--- src/design/spr_seq_pkg.sv ---
// Purpose: Constants and types for the sensor power and reset sequencer host.
// Assumes: Core clock at 25 MHz, 40 ns period.
// Notes: The off-hold and init counts are also top-level parameters so simulation can shorten them.
package spr_seq_pkg;
    // ==========================================================
    // Clock rate
    localparam int CORE_CLK_HZ = 25_000_000;
    localparam int CORE_CLK_NS = 40;

    // ==========================================================
    // Required times, in their own units
    localparam int RAIL_STEP_US = 10;
    localparam int HARD_RESET_MS = 1;
    localparam int INIT_INPUT_CLKS = 160000;
    localparam int PLL_LOCK_MS = 1;
    localparam int OFF_HOLD_MS = 100;

    // ==========================================================
    // Cycle counts derived from the clock rate
    // Rail step is a longest time, so it rounds down; the rest are least times and round up.
    localparam int RAIL_STEP_CYC = (RAIL_STEP_US * 1000) / CORE_CLK_NS;
    localparam int HARD_RESET_CYC = (HARD_RESET_MS * 1000000 + CORE_CLK_NS - 1) / CORE_CLK_NS;
    localparam int PLL_LOCK_CYC = (PLL_LOCK_MS * 1000000 + CORE_CLK_NS - 1) / CORE_CLK_NS;
    localparam longint OFF_HOLD_CYC = (64'(OFF_HOLD_MS) * 1000000 + CORE_CLK_NS - 1) / CORE_CLK_NS;

    // ==========================================================
    // Sensor register layout
    localparam logic [15:0] SENSOR_CONTROL_REGISTER_ADDR = 16'h301A;
    localparam int STREAM_BIT_POS = 2;

    // ==========================================================
    // Rail vector bit positions
    localparam int RAIL_PLL = 0;
    localparam int RAIL_ANALOG = 1;
    localparam int RAIL_IO = 2;
    localparam int RAIL_CORE = 3;
    localparam int RAIL_SERIAL = 4;
    localparam int RAIL_CNT = 5;
    localparam int CNT_W = 32;
    localparam logic [RAIL_CNT-1:0] RAILS_OFF = 5'h00;

    typedef enum logic [3:0] {
        SPR_OFF_HOLD, SPR_OFF, SPR_RAIL_UP, SPR_CLK_ON, SPR_RESET, SPR_INIT,
        SPR_CONFIG, SPR_PLL_WAIT, SPR_START, SPR_STREAM, SPR_STOP,
        SPR_STOP_WAIT, SPR_CLK_OFF, SPR_RAIL_DOWN
    } spr_state_t;

    typedef struct packed {
        spr_state_t state;
        logic [CNT_W-1:0] cnt;
        logic [2:0] railIdx;
        logic [RAIL_CNT-1:0] rails;
        logic clkEn;
        logic resetN;
        logic wrReq;
        logic [15:0] wrAddr;
        logic [15:0] wrData;
        logic cfgEn;
        logic ready;
        logic streaming;
    } spr_seq_t;
endpackage

--- src/design/spr_seq_host.sv ---
// Purpose: Host-side controller that powers, resets, starts and stops an image sensor.
// Assumes: Rail-good and standby flags and write acknowledge are synchronous to core_clk.
// Notes: The serial control port itself lives outside; this block issues write requests.
//
// Contract
// - PLL rail first, never after others
// - Start input clock after rails stable
// - Hold hard reset low at least 1 ms
// - Count reset time from rails settled
// - Wait 160000 input clocks after reset release
// - Configure sensor during software standby
// - Wait 1 ms PLL lock before streaming
// - Streaming bit 2 at 0x301a starts output
// - Clear streaming bit before power-down
// - Rails down serial, core, IO, analog, PLL
// - Keep rails off at least 100 ms
`timescale 1ns/1ns
module spr_seq_host #(
    parameter int OFF_HOLD_CYCLES = int'(spr_seq_pkg::OFF_HOLD_CYC),
    parameter int INIT_CYCLES = spr_seq_pkg::INIT_INPUT_CLKS
) (
    input wire logic core_clk,
    input wire logic rstn,
    input wire logic clkEnable,
    input wire logic powerUpReq,
    input wire logic powerDownReq,
    input wire logic cfgDone,
    input wire logic [spr_seq_pkg::RAIL_CNT-1:0] railGood,
    input wire logic extClkTick,
    input wire logic sensorStandby,
    input wire logic wrAck,
    output logic [spr_seq_pkg::RAIL_CNT-1:0] railEnable,
    output logic externalInputClockEn,
    output logic sensorResetN,
    output logic wrReq,
    output logic [15:0] wrAddr,
    output logic [15:0] wrData,
    output logic cfgEnable,
    output logic seqReady,
    output logic seqStreaming
);
    import spr_seq_pkg::*;

    // ==========================================================
    // State
    spr_seq_t cur_ff;
    spr_seq_t nxt_cur;

    // Power-up order: PLL first, core and serial last
    function automatic logic [RAIL_CNT-1:0] railsUpTo(input logic [2:0] idx);
        logic [RAIL_CNT-1:0] m;
        m = RAILS_OFF;
        for (int i = 0; i < RAIL_CNT; i++) begin
            if (i <= int'(idx)) begin
                m[i] = 1'b1;
            end
        end
        return m;
    endfunction

    // Terminal count test shared by every counted wait state
    function automatic logic reached(input logic [CNT_W-1:0] c, input int lim);
        return c >= CNT_W'(lim - 1);
    endfunction

    // ==========================================================
    // Sequencer
    always_comb begin
        nxt_cur = cur_ff;
        nxt_cur.cnt = cur_ff.cnt + CNT_W'(1);
        nxt_cur.wrReq = 1'b0;
        unique case (cur_ff.state)
            SPR_OFF_HOLD: begin
                // Decoupling must discharge before another power-up
                if (reached(cur_ff.cnt, OFF_HOLD_CYCLES)) begin
                    nxt_cur.state = SPR_OFF;
                end
            end
            SPR_OFF: begin
                // Request is a level; it is only looked at here
                nxt_cur.cnt = '0;
                if (powerUpReq) begin
                    nxt_cur.rails = railsUpTo(3'h0);
                    nxt_cur.railIdx = 3'h0;
                    nxt_cur.resetN = 1'b0;
                    nxt_cur.state = SPR_RAIL_UP;
                end
            end
            SPR_RAIL_UP: begin
                // Step at the 10 us limit even if the rail is slow, never later
                if (railGood[cur_ff.railIdx] || reached(cur_ff.cnt, RAIL_STEP_CYC)) begin
                    nxt_cur.cnt = '0;
                    if (cur_ff.railIdx == 3'(RAIL_CNT - 1)) begin
                        nxt_cur.state = SPR_CLK_ON;
                    end else begin
                        nxt_cur.railIdx = cur_ff.railIdx + 3'h1;
                        nxt_cur.rails = railsUpTo(cur_ff.railIdx + 3'h1);
                    end
                end
            end
            SPR_CLK_ON: begin
                // Reset time starts once every rail reports stable
                nxt_cur.cnt = '0;
                if (&railGood) begin
                    nxt_cur.clkEn = 1'b1;
                    nxt_cur.state = SPR_RESET;
                end
            end
            SPR_RESET: begin
                // Sensor reset has been low since power-up; count the hold here
                if (reached(cur_ff.cnt, HARD_RESET_CYC)) begin
                    nxt_cur.resetN = 1'b1;
                    nxt_cur.cnt = '0;
                    nxt_cur.state = SPR_INIT;
                end
            end
            SPR_INIT: begin
                // Counts sensor input clocks, not core clocks
                nxt_cur.cnt = extClkTick ? cur_ff.cnt + CNT_W'(1) : cur_ff.cnt;
                if (extClkTick && reached(cur_ff.cnt, INIT_CYCLES)) begin
                    nxt_cur.cfgEn = 1'b1;
                    nxt_cur.state = SPR_CONFIG;
                end
            end
            SPR_CONFIG: begin
                // Sensor sits in software standby while the user configures it
                nxt_cur.cnt = '0;
                if (cfgDone) begin
                    nxt_cur.cfgEn = 1'b0;
                    nxt_cur.state = SPR_PLL_WAIT;
                end
            end
            SPR_PLL_WAIT: begin
                // Lock wait starts only once configuration is finished
                if (reached(cur_ff.cnt, PLL_LOCK_CYC)) begin
                    nxt_cur.wrReq = 1'b1;
                    nxt_cur.wrAddr = SENSOR_CONTROL_REGISTER_ADDR;
                    nxt_cur.wrData = 16'h0000;
                    nxt_cur.wrData[STREAM_BIT_POS] = 1'b1;
                    nxt_cur.state = SPR_START;
                end
            end
            SPR_START: begin
                // Hold the write up until the port acknowledges it
                nxt_cur.wrReq = ~wrAck;
                if (wrAck) begin
                    nxt_cur.streaming = 1'b1;
                    nxt_cur.ready = 1'b1;
                    nxt_cur.state = SPR_STREAM;
                end
            end
            SPR_STREAM: begin
                // Stop is only honoured once streaming is established
                if (powerDownReq) begin
                    nxt_cur.wrReq = 1'b1;
                    nxt_cur.wrData = 16'h0000;
                    nxt_cur.ready = 1'b0;
                    nxt_cur.state = SPR_STOP;
                end
            end
            SPR_STOP: begin
                // Same handshake as the start write; address is unchanged
                nxt_cur.wrReq = ~wrAck;
                if (wrAck) begin
                    nxt_cur.streaming = 1'b0;
                    nxt_cur.state = SPR_STOP_WAIT;
                end
            end
            SPR_STOP_WAIT: begin
                // Sensor drains its row or frame first
                if (sensorStandby) begin
                    nxt_cur.state = SPR_CLK_OFF;
                end
            end
            SPR_CLK_OFF: begin
                // Clock and reset go first so no rail drops under a running sensor
                nxt_cur.clkEn = 1'b0;
                nxt_cur.resetN = 1'b0;
                nxt_cur.railIdx = 3'(RAIL_CNT - 1);
                nxt_cur.state = SPR_RAIL_DOWN;
            end
            SPR_RAIL_DOWN: begin
                // Zero gap allowed; one rail per cycle keeps the order visible
                nxt_cur.rails[cur_ff.railIdx] = 1'b0;
                nxt_cur.railIdx = cur_ff.railIdx - 3'h1;
                nxt_cur.cnt = '0;
                if (cur_ff.railIdx == 3'(RAIL_PLL)) begin
                    nxt_cur.state = SPR_OFF_HOLD;
                end
            end
            default: begin
                nxt_cur.state = SPR_OFF_HOLD;
            end
        endcase
    end

    // ==========================================================
    // Register; off-hold at reset since rails may have just dropped
    always_ff @(posedge core_clk or negedge rstn) begin
        if (!rstn) begin
            cur_ff <= '{state: SPR_OFF_HOLD, cnt: '0, railIdx: 3'h0, rails: RAILS_OFF,
                        clkEn: 1'b0, resetN: 1'b0, wrReq: 1'b0, wrAddr: 16'h0000,
                        wrData: 16'h0000, cfgEn: 1'b0, ready: 1'b0, streaming: 1'b0};
        end else if (clkEnable) begin
            cur_ff <= nxt_cur;
        end
    end

    // Outputs straight from flip-flops
    assign railEnable = cur_ff.rails;
    assign externalInputClockEn = cur_ff.clkEn;
    assign sensorResetN = cur_ff.resetN;
    assign wrReq = cur_ff.wrReq;
    assign wrAddr = cur_ff.wrAddr;
    assign wrData = cur_ff.wrData;
    assign cfgEnable = cur_ff.cfgEn;
    assign seqReady = cur_ff.ready;
    assign seqStreaming = cur_ff.streaming;
endmodule

--- config.mk ---
export PLATFORM = sky130hd
export DESIGN_NAME = spr_seq_host
export DESIGN_NICKNAME = d
export VERILOG_FILES = /design/src/design/spr_seq_pkg.sv /design/src/design/spr_seq_host.sv
export SDC_FILE = /design/constraint.sdc
export NUM_CORES = 1
export LEC_CHECK = 0
export BUFFER_PORTS_ARGS = -buffer_cell sky130_fd_sc_hd__clkbuf_2
export CAP_MARGIN = 20
export CORE_MARGIN = 2
export CORE_UTILIZATION = 52
export CTS_CLUSTER_DIAMETER = 120
export CTS_CLUSTER_SIZE = 16
export DETAILED_ROUTE_END_ITERATION = 8
export GPL_ROUTABILITY_DRIVEN = 0
export GPL_TIMING_DRIVEN = 1
export PLACE_DENSITY = 0.74
export SYNTH_ARGS = -nofsm -noshare
export SYNTH_HDL_FRONTEND = slang
export SYNTH_SLANG_ARGS = --single-unit
--- constraint.sdc ---
create_clock -name core_clk -period 4.15 [get_ports core_clk]
set_input_delay 0 -clock core_clk [delete_from_list [all_inputs] [get_ports core_clk]]
set_output_delay 0 -clock core_clk [all_outputs]
set_load 0.01 [all_outputs]
==> results of run 1 <==
layer usage:
metal  global-route usage [%]  vias up
met5                        0        -
met4                     6.65        0
met3                     3.69       12
met2                     33.8      123
met1                     32.2     1561
li1                         -     1582
flip-flops by register name, indices dropped and copies added (netlist names):
register	flops
wrData	1
cfgEnable	1
externalInputClockEn	1
railEnable	5
seqStreaming	1
sensorResetN	1
wrReq	1
seqReady	1
wrAddr	1
cur_ff	39
placed cells by master, fill, tap and decap left out, types with 9 or more instances in the layout:
cell,netlist,layout
nor2_1,46,46
o22ai_1,9,9
a21oi_1,15,15
nor4_1,9,9
inv_1,22,22
a31oi_1,14,14
nor3_1,10,10
nand4_1,12,12
dfrtp_1,52,52
o21ai_0,25,25
clkbuf_2,1,30
conb_1,1,26
nand2_1,21,21
nand3_1,23,23
xnor2_1,19,19
cell type report:
cell class              instances  area share, %
inverters                      23           2.19
clock inverters                 3           1.08
repair buffers                 37           5.34
well taps                      99           3.14
clock buffers                   5           1.75
flip-flops and latches         52           33.0
multi-input cells             339           53.5
per-stage QoR:
| step | cells | total power, uW |
|---|---|---|
| final | 558 | 1160 |
| after floorplan | 471 | 764 |
| after detailed placement | 547 | 808 |
| after global routing | 558 | 1220 |
| after global placement | 547 | 798 |
| after CTS | 558 | 1160 |
cell families (layout without fill, tap and decap cells):
family	Yosys count	in the layout	synth area share, %
other cells	1	26	0.0990
mux	7	7	1.98
flops	52	52	34.3
simple gates	169	169	23.9
fa+ha+maj	8	8	2.64
buf+inv	80	68	12.5
xor+xnor	23	23	5.32
compound gates	106	106	19.2
worst max-delay path: cells and delay by family, from the launching register on:
family	cells	cell delay, ns
AO/OA/AOI/OAI	3	1.48
AND/OR/NAND/NOR	3	1.32
flip-flops	1	0.43
worst max path at each step:
stage                                 from  depth (start not counted)                     end
finish              cur_ff[74]$_DFFE_PN0P_                          6  cur_ff[52]$_DFFE_PN0P_
global route        cur_ff[74]$_DFFE_PN0P_                          6  cur_ff[51]$_DFFE_PN0P_
CTS                 cur_ff[74]$_DFFE_PN0P_                          6  cur_ff[51]$_DFFE_PN0P_
detailed placement  cur_ff[74]$_DFFE_PN0P_                          6  cur_ff[51]$_DFFE_PN0P_
global placement    cur_ff[74]$_DFFE_PN0P_                          6  cur_ff[49]$_DFFE_PN0P_
floorplan           cur_ff[74]$_DFFE_PN0P_                          6  cur_ff[78]$_DFFE_PN0P_
where the power goes:
group / switching, uW / internal (uW) / total (uW)
clock network: 176 / 179 / 355
logic: 115 / 67.6 / 183
registers: 71.6 / 552 / 624
total: 362 / 798 / 1160
==> results.py, run 1 <==
metrics = {
    "synth": {
        "ys.warnings.count": 0,
        "yosys-top-cells-count": "dfrtp_1, nor2_1, buf_4, o21ai_0, nand3_1",
        "synthCells": 446,
        "synthDominantCellAreaShare_pct": 34.3,
        "ys_ff_latch": 52,
        "synthFlopType": "dfrtp_1",
        "syn_avg_cell_area_sq_um": 8.49,
        "synth_cell_types": 73,
        "synth.area.top_cells": "dfrtp_1, buf_4, nor2_1",
        "synth_edf_count": 0,
        "synth.cell_area_sq_um": 3790,
        "synth_seq_area_share_pct": 34.3,
        "yosys.area.top_type": "dfrtp_1",
        "async_flop_share_pct": 100,
        "synth_most_common_cell": "dfrtp_1",
    },
    "timing": {
        "worst_pin_slew_ns": 0.980,
        "finalSetupTns_ns": 0,
        "fmax_mhz": 301,
        "final_max_slew_viol_count": 0,
        "fin_ws_ns": 0.832,
        "clock_skew_ns": 0.00820,
        "period_minus_slack_ns": 3.32,
        "whs_ns": 0.0502,
        "setup_violations": 0,
        "relSlewSlack_pct": 34.3,
        "rsz0062_at_grt": "no",
        "min_period_over_period_pct": 79.9,
        "finalHoldViolations": 0,
    },
    "worst_setup_path": {
        "crit_path_max_incr_delay_ns": 0.81,
        "worstSetupStartpointType": "flop",
        "crit_chain": "nor4_1 -> nand4_1 -> a211o_1 -> o31ai_2 -> nand3_1 -> o22ai_1",
        "reg2regPathDepth": 6,
        "path_max_fanout": 14,
        "path_class": "flop to flop",
        "required_ns": 4.38,
        "timing.rr.start": "cur_ff[74]$_DFFE_PN0P_",
        "ff2ff_setup_slack_ns": 0.83,
        "cp.arrival_ns": 3.55,
        "slowest_stage": "o31ai_2",
        "endpoint_kind": "flop",
        "r2r-end": "cur_ff[52]$_DFFE_PN0P_",
    },
    "drt": {
        "wl_met1_mm": 3.95,
        "drtPass1Iterations": 5,
        "routed.top_layer": "met4",
        "route.vias.total": 3278,
        "drc_errors": 0,
        "wl_met2_mm": 4.00,
        "routed_wl_mm": 8.51,
        "routedWlPerCell_um": 15.3,
        "ant_nets": 0,
        "vias_per_cell": 5.87,
        "first_iter_violations": 219,
        "wl_met3_um": 451,
    },
    "power_and_ir_drop": {
        "power.density_nw_per_um2": 295,
        "peakVddDrop_v": 0.000181,
        "p_leak_uw": 0.00167,
    },
    "placed_design": {
        "port_buffers": 30,
        "place_hpwl_mm": 6.03,
        "pre_cts_slack_ns": 0.969,
        "placed_area_sq_um": 3800,
    },
    "floorplanning": {
        "core-area_sq_um": 7140,
        "die_w_um": 89.4,
        "die_area_sq_um": 7980,
        "initial_utilization_pct": 53.1,
        "num_rows": 31,
        "io_pins": 57,
        "die_y_um": 89.4,
    },
    "grt": {
        "grt_max_degree": 53,
        "grt_use_total_pct": 22.1,
        "grt_pass1_vias": 2880,
        "overflow": 0,
        "antenna_found_initial": 0,
        "grt_pass1_wl_mm": 14.0,
    },
    "job": {
        "drv_cap": 0,
    },
    "cells_and_area": {
        "drive_gt1_share_pct": 13.9,
        "multi_input_area_sq_um": 2110,
        "fin_util_pct": 55.2,
        "seqCellArea_sq_um": 1300,
        "syn2layout_area_growth_pct": 3.96,
        "design_area_sq_um": 3940,
        "fillerInstances": 654,
        "nNetsFinal": 480,
        "antenna_cells": 0,
    },
    "cts": {
        "hold_buffers": 3,
        "cts_resized": 0,
        "cts_buffer_depth": 2,
        "cts_setup_buffers": 0,
        "clockRootBuffer": "clkbuf_8",
        "cts.htree.levels": 2,
        "cts_made_buffers": 5,
        "worstSkewPairLatency_ns": 0.31,
        "clk_pin_slew_ns": 0.10,
        "clock-sinks": 52,
        "cts_tree": "built",
    },
    "min_path": {
        "worstHoldStart": "cfgDone",
        "hold_depth": 4,
        "hold-path-endpoint": "cfgEnable$_DFFE_PN0P_",
        "hp-class": "primary input to flop",
    },
    "status": {
        "status": "finished clean",
    },
}
No activity file was read; power rests on OpenSTA's default activity.
==> run 2: changes to the inputs <==
--- a/config.mk
+++ b/config.mk
@@ -5,6 +5,7 @@
 export SDC_FILE = /design/constraint.sdc
 export NUM_CORES = 1
 export LEC_CHECK = 0
+export ABC_AREA = 1
 export BUFFER_PORTS_ARGS = -buffer_cell sky130_fd_sc_hd__clkbuf_2
 export CAP_MARGIN = 20
 export CORE_MARGIN = 2
@@ -14,7 +15,7 @@
 export DETAILED_ROUTE_END_ITERATION = 8
 export GPL_ROUTABILITY_DRIVEN = 0
 export GPL_TIMING_DRIVEN = 1
-export PLACE_DENSITY = 0.74
+export PLACE_DENSITY = 0.73
 export SYNTH_ARGS = -nofsm -noshare
 export SYNTH_HDL_FRONTEND = slang
 export SYNTH_SLANG_ARGS = --single-unit
==> constraint.sdc (replaced) <==
create_clock -name core_clk -period 3.4 [get_ports core_clk]
set_input_delay 0 -clock core_clk [delete_from_list [all_inputs] [get_ports core_clk]]
set_output_delay 0 -clock core_clk [all_outputs]
set_load 0.01 [all_outputs]
==> results.py, run 2 <==
metrics = {
    "synth": {
        "synth_seq_area_share_pct": 30.8,
        "synth.cell_area_sq_um": 4220,
        "ys.warnings.count": 0,
        "synthDominantCellAreaShare_pct": 30.8,
        "async_flop_share_pct": 100,
        "syn_avg_cell_area_sq_um": 6.57,
        "synth_cell_types": 38,
        "synth.area.top_cells": "dfrtp_1, nand2_1, inv_1",
        "yosys.area.top_type": "dfrtp_1",
        "synthCells": 643,
        "synth_edf_count": 0,
        "yosys-top-cells-count": "nand2_1, inv_1, nor2_1, nand3_1, dfrtp_1",
        "ys_ff_latch": 52,
        "synthFlopType": "dfrtp_1",
        "synth_most_common_cell": "nand2_1",
    },
    "floorplanning": {
        "die_area_sq_um": 8860,
        "initial_utilization_pct": 54.1,
        "num_rows": 32,
        "core-area_sq_um": 7810,
        "io_pins": 57,
        "die_y_um": 94.1,
        "die_w_um": 94.1,
    },
    "worst_setup_path": {
        "endpoint_kind": "flop",
        "worstSetupStartpointType": "flop",
        "timing.rr.start": "cur_ff[80]$_DFFE_PN0P_",
        "crit_path_max_incr_delay_ns": 0.42,
        "crit_family": "simple AND/OR/NAND/NOR gates",
        "path_max_fanout": 16,
        "required_ns": 3.59,
        "ff2ff_setup_slack_ns": 1.32,
        "crit_chain": "inv_1 -> nand2_1 -> o21ai_0 -> nor2_4 -> nor2_2 -> nand3_2 -> inv_2 -> nor2_1",
        "cp.arrival_ns": 2.27,
        "r2r-end": "cur_ff[65]$_DFFE_PN0P_",
        "crit_buf_inv": 2,
        "slowest_stage": "dfrtp_1",
        "path_class": "flop to flop",
        "reg2regPathDepth": 8,
    },
    "cells_and_area": {
        "regMostFlops": "cur_ff",
        "drive_gt1_share_pct": 11.7,
        "final_cell_mix": "nand2_1, inv_1, nor2_1, nand3_1, dfrtp_1",
        "layout_commonest_cell": "nand2_1",
        "largest_reg_flops": 39,
        "syn2layout_area_growth_pct": 4.77,
        "final_cell_count_no_fill": 771,
        "seqCellArea_sq_um": 1300,
        "multi_input_area_sq_um": 2360,
        "nNetsFinal": 690,
        "fillerInstances": 779,
        "antenna_cells": 0,
    },
    "drt": {
        "ant_nets": 0,
        "drc_errors": 0,
        "vias_per_cell": 5.30,
        "route.vias.total": 4083,
        "routed_wl_mm": 9.86,
        "drtPass1Iterations": 5,
        "routedWlPerCell_um": 12.8,
        "first_iter_violations": 250,
    },
    "timing": {
        "worst_pin_slew_ns": 0.541,
        "relSlewSlack_pct": 63.0,
        "clock_skew_ns": 0.00987,
        "finalHoldViolations": 0,
        "final_max_slew_viol_count": 0,
        "min_period_over_period_pct": 61.3,
        "fmax_mhz": 480,
        "rsz0062_at_grt": "no",
        "setup_violations": 0,
        "finalSetupTns_ns": 0,
        "period_minus_slack_ns": 2.08,
    },
    "cts": {
        "cts_tree": "built",
        "worstSkewPairLatency_ns": 0.31,
        "clk_pin_slew_ns": 0.10,
        "cts_made_buffers": 5,
        "hold_buffers": 4,
        "clock-sinks": 52,
        "cts_buffer_depth": 2,
        "clockRootBuffer": "clkbuf_8",
        "cts.htree.levels": 2,
        "cts_setup_buffers": 0,
        "cts_resized": 0,
    },
    "min_path": {
        "worstHoldStart": "cfgDone",
        "hold-path-endpoint": "cfgEnable$_DFFE_PN0P_",
        "hp-class": "primary input to flop",
        "hold_depth": 4,
    },
    "grt": {
        "grt_pass1_wl_mm": 16.7,
        "antenna_found_initial": 0,
        "grt_use_met3_pct": 3.21,
        "met1_usage_pct": 34.1,
        "overflow": 0,
        "grt_max_degree": 37,
        "grt-busiest-layer": "met2",
        "grt_use_total_pct": 23.4,
        "use_met2_pct": 36.0,
        "grt_pass1_vias": 3702,
    },
    "power_and_ir_drop": {
        "p_leak_uw": 0.00233,
        "power.density_nw_per_um2": 480,
        "peakVddDrop_v": 0.000274,
    },
    "placed_design": {
        "placedCellCount": 759,
        "port_buffers": 30,
        "place_hpwl_mm": 7.69,
    },
    "status": {
        "status": "finished clean",
    },
    "job": {
        "drv_cap": 0,
    },
}
-- run 2: power by group --
group / switching [uW] / internal, uW
clock network: 206 / 163
registers: 102 / 715
logic: 643 / 293
-- run 2: layout make-up --
cell class,count,share of cell area (%)
well taps,102,2.88
clock inverters,2,0.226
repair buffers,35,4.47
inverters,93,7.89
clock buffers,6,1.87
multi-input cells,481,53.3
flip-flops and latches,52,29.4
-- run 2: cell families after synthesis --
group | after synthesis | share of synthesized area, %
AND/OR/NAND/NOR | 385 | 41.9
buffers and inverters | 135 | 15.6
AO/OA/AOI/OAI | 52 | 7.17
flip-flops | 52 | 30.8
XOR/XNOR | 10 | 2.07
adder cells (fa/ha/maj) | 8 | 2.37
other | 1 | 0.0888
-- run 2: stage by stage --
stage / hold slack [ns] / area, sq um / power (uW) / worst slack (ns) / util [%]
6_report: 0.0403 / 4430 / 2120 / 1.32 / 56.7
5_1_grt: 0.0592 / 4430 / 2300 / 1.11 / 56.7
4_1_cts: 0.0285 / 4430 / 2140 / 1.29 / 56.7
3_5_place_dp: -0.0380 / 4290 / 1750 / 1.31 / 55.0
3_3_place_gp: -0.0412 / 4290 / 1740 / 1.39 / 55.0
2_1_floorplan: -0.296 / 4320 / 1570 / 1.77 / -
-- run 2: worst max-delay path by stage --
stage	startpoint	to	slack, ns	cells after the start
2_1_floorplan	cur_ff[46]$_DFFE_PN0P_	cur_ff[78]$_DFFE_PN0P_	1.77	14
3_3_place_gp	cur_ff[80]$_DFFE_PN0P_	cur_ff[62]$_DFFE_PN0P_	1.39	8
3_5_place_dp	cur_ff[81]$_DFFE_PN0P_	cur_ff[63]$_DFFE_PN0P_	1.31	8
4_1_cts	cur_ff[81]$_DFFE_PN0P_	cur_ff[61]$_DFFE_PN0P_	1.29	8
5_1_grt	cur_ff[81]$_DFFE_PN0P_	cur_ff[67]$_DFFE_PN0P_	1.11	8
6_report	cur_ff[80]$_DFFE_PN0P_	cur_ff[65]$_DFFE_PN0P_	1.32	8
-- run 2: worst register-to-register path, stage by stage, from the launching register on --
cell and delay [ns]:
dfrtp_1 0.42, inv_1 0.08, nand2_1 0.16, o21ai_0 0.36
nor2_4 0.13, nor2_2 0.11, nand3_2 0.31, inv_2 0.32
nor2_1 0.08
-- run 2: per-layer routing --
| metal | routed length [um] | share of wire [%] |
|---|---|---|
| met5 | 0 | 0 |
| met4 | 199 | 2.0 |
| met3 | 604 | 6.1 |
| met2 | 4170 | 42 |
| met1 | 4880 | 49 |
==> run 3: changes to the inputs <==
--- a/config.mk
+++ b/config.mk
@@ -5,7 +5,7 @@
 export SDC_FILE = /design/constraint.sdc
 export NUM_CORES = 1
 export LEC_CHECK = 0
-export ABC_AREA = 1
+export ABC_AREA = 0
 export BUFFER_PORTS_ARGS = -buffer_cell sky130_fd_sc_hd__clkbuf_2
 export CAP_MARGIN = 20
 export CORE_MARGIN = 2
@@ -15,7 +15,7 @@
 export DETAILED_ROUTE_END_ITERATION = 8
 export GPL_ROUTABILITY_DRIVEN = 0
 export GPL_TIMING_DRIVEN = 1
-export PLACE_DENSITY = 0.73
+export PLACE_DENSITY = 0.74
 export SYNTH_ARGS = -nofsm -noshare
 export SYNTH_HDL_FRONTEND = slang
 export SYNTH_SLANG_ARGS = --single-unit
==> constraint.sdc (replaced) <==
create_clock -name core_clk -period 2.11 [get_ports core_clk]
set_input_delay 0 -clock core_clk [delete_from_list [all_inputs] [get_ports core_clk]]
set_output_delay 0 -clock core_clk [all_outputs]
set_load 0.01 [all_outputs]
==> results.py, run 3 (synthesis gave the netlist of run 1 again) <==
metrics = {
    "floorplanning": {
        "die_w_um": 89.4,
        "die_area_sq_um": 7980,
        "io_pins": 57,
        "initial_utilization_pct": 53.1,
        "core-area_sq_um": 7140,
        "num_rows": 31,
        "die_y_um": 89.4,
    },
    "drt": {
        "routedWlPerCell_um": 19.6,
        "wl_met1_mm": 4.78,
        "wl_met3_mm": 1.04,
        "ant_nets": 0,
        "drtPass1Iterations": 5,
        "wl_met2_mm": 6.69,
        "routed.top_layer": "met4",
        "route.vias.total": 4225,
        "routed_wl_mm": 13.2,
        "vias_per_cell": 6.26,
        "first_iter_violations": 415,
        "drc_errors": 0,
    },
    "cts": {
        "worstSkewPairLatency_ns": 0.33,
        "clockRootBuffer": "clkbuf_8",
        "cts.htree.levels": 2,
        "clock-sinks": 52,
        "cts_buffer_depth": 2,
        "cts_made_buffers": 5,
        "cts_tree": "built",
        "clk_pin_slew_ns": 0.12,
    },
    "timing": {
        "fin_ws_ns": -0.298,
        "setup_violations": 47,
        "final_max_slew_viol_count": 0,
        "worst_pin_slew_ns": 0.883,
        "period_minus_slack_ns": 2.41,
        "finalHoldViolations": 0,
        "relSlewSlack_pct": 41.1,
        "rsz0062_at_grt": "yes",
        "fmax_mhz": 415,
        "finalSetupTns_ns": -8.55,
        "clock_skew_ns": 0.0213,
        "min_period_over_period_pct": 114,
    },
    "job": {
        "drv_cap": 0,
    },
    "worst_setup_path": {
        "cp.arrival_ns": 2.62,
        "path_class": "flop to flop",
        "crit_buf_inv": 2,
        "required_ns": 2.32,
        "path_max_fanout": 3,
        "worstSetupStartpointType": "flop",
        "slowest_stage": "dfrtp_1",
        "endpoint_kind": "flop",
        "crit_chain": "nor4_4 -> buf_4 -> buf_4 -> nand4_1 -> a311oi_1 -> o31ai_2 -> nand4_1 -> mux2_2",
        "crit_path_max_incr_delay_ns": 0.44,
        "crit_family": "simple AND/OR/NAND/NOR gates",
    },
    "power_and_ir_drop": {
        "peakVddDrop_v": 0.000539,
        "p_leak_uw": 0.00237,
        "power.density_nw_per_um2": 497,
    },
    "status": {
        "status": "finished with violations",
        "failed_checks": "negative setup slack",
    },
    "cells_and_area": {
        "layout_commonest_cell": "buf_4",
        "antenna_cells": 0,
        "syn2layout_area_growth_pct": 46.4,
        "drive_gt1_share_pct": 45.5,
        "regMostFlops": "cur_ff",
        "nNetsFinal": 597,
        "final_cell_mix": "buf_4, dfrtp_1, clkbuf_2, conb_1, nor2_1",
        "largest_reg_flops": 39,
        "fillerInstances": 433,
    },
    "grt": {
        "grt_pass1_wl_mm": 17.5,
        "grt_pass1_vias": 3712,
        "antenna_found_initial": 0,
        "grt_max_degree": 33,
        "grt_use_total_pct": 27.9,
        "overflow": 0,
    },
    "min_path": {
        "hp-class": "primary input to flop",
    },
    "placed_design": {
        "port_buffers": 30,
        "pre_cts_slack_ns": -0.222,
        "place_hpwl_mm": 7.75,
    },
}
## run 3: changes by cell type in the layout (fill, tap and decap cells not counted), moves of 10 or more
cell and delta:
a31oi_1 +11, buf_4 +93, buf_6 +21, inv_1 -67, nand2_1 -147, nand3_1 -41
nand4_1 -10, nor2_1 -56, nor2_4 +11, nor3_1 -13, o21ai_0 -10, xnor2_1 +16
## run 3: report_power, final
| part | switching (uW) | internal (uW) |
|---|---|---|
| registers | 101 | 1090 |
| logic | 421 | 409 |
| clock network | 381 | 352 |
| total | 903 | 1850 |
## run 3: timing repair
action	in CTS	in global routing
setup buffers	9	11
pin swaps	21	50
gates cloned	0	4
hold buffers	3	0
hold endpoints to repair	32	0
gates resized for setup	44	96
setup endpoints to repair	46	48
## run 3: metal layers
metal / track usage, % / up-vias
li1: - / 1809
met1: 35.7 / 2048
met2: 47.6 / 286
met3: 4.99 / 82
met4: 9.09 / 0
met5: 0 / -
## run 3: tightest hold or removal path, cell delays in order
cell	delay, ns
clkbuf_2	0.10
nand3_1	0.12
o22a_1	0.14
## run 3: area by class of cell
type                            count  area (sq um)  share of cell area, %
Multi-Input combinational cell    339          2670                   48.1
Clock inverter                      3          42.5                  0.767
Inverter                           23          91.3                   1.65
Sequential cell                    52          1310                   23.6
Clock buffer                        5          68.8                   1.24
Tap cell                           99           124                   2.23
Timing Repair Buffer              154          1250                   22.5
## run 3: through the flow
stage               instances  hold WS (ns)  power, uW  util (%)  area (sq um)
floorplan                 471        -0.296       1530         -          4000
global placement          642         0.125       1830      65.0          4640
detailed placement        642         0.130       1850      65.0          4640
CTS                       661        0.0538       2620      70.8          5050
global route              675        0.0746       2860      77.7          5550
finish                    675        0.0647       2750      77.7          5550
## run 3: path summary, 6_finish.rpt
path | from | endpoint | slack (ns) | depth (start not counted)
max in group asynchronous | rstn | cur_ff[43]$_DFFE_PN0P_ | 1.12 | 3
min in group asynchronous | rstn | cur_ff[68]$_DFFE_PN0P_ | 0.31 | 2
hold / removal | powerDownReq | wrData[2]$_DFFE_PN0P_ | 0.06 | 3
setup / recovery | cur_ff[74]$_DFFE_PN0P_ | cur_ff[78]$_DFFE_PN0P_ | -0.30 | 8
setup reg to reg | cur_ff[74]$_DFFE_PN0P_ | cur_ff[78]$_DFFE_PN0P_ | -0.30 | 8
hold reg to reg | railEnable[4]$_DFFE_PN0P_ | railEnable[4]$_DFFE_PN0P_ | 0.51 | 2
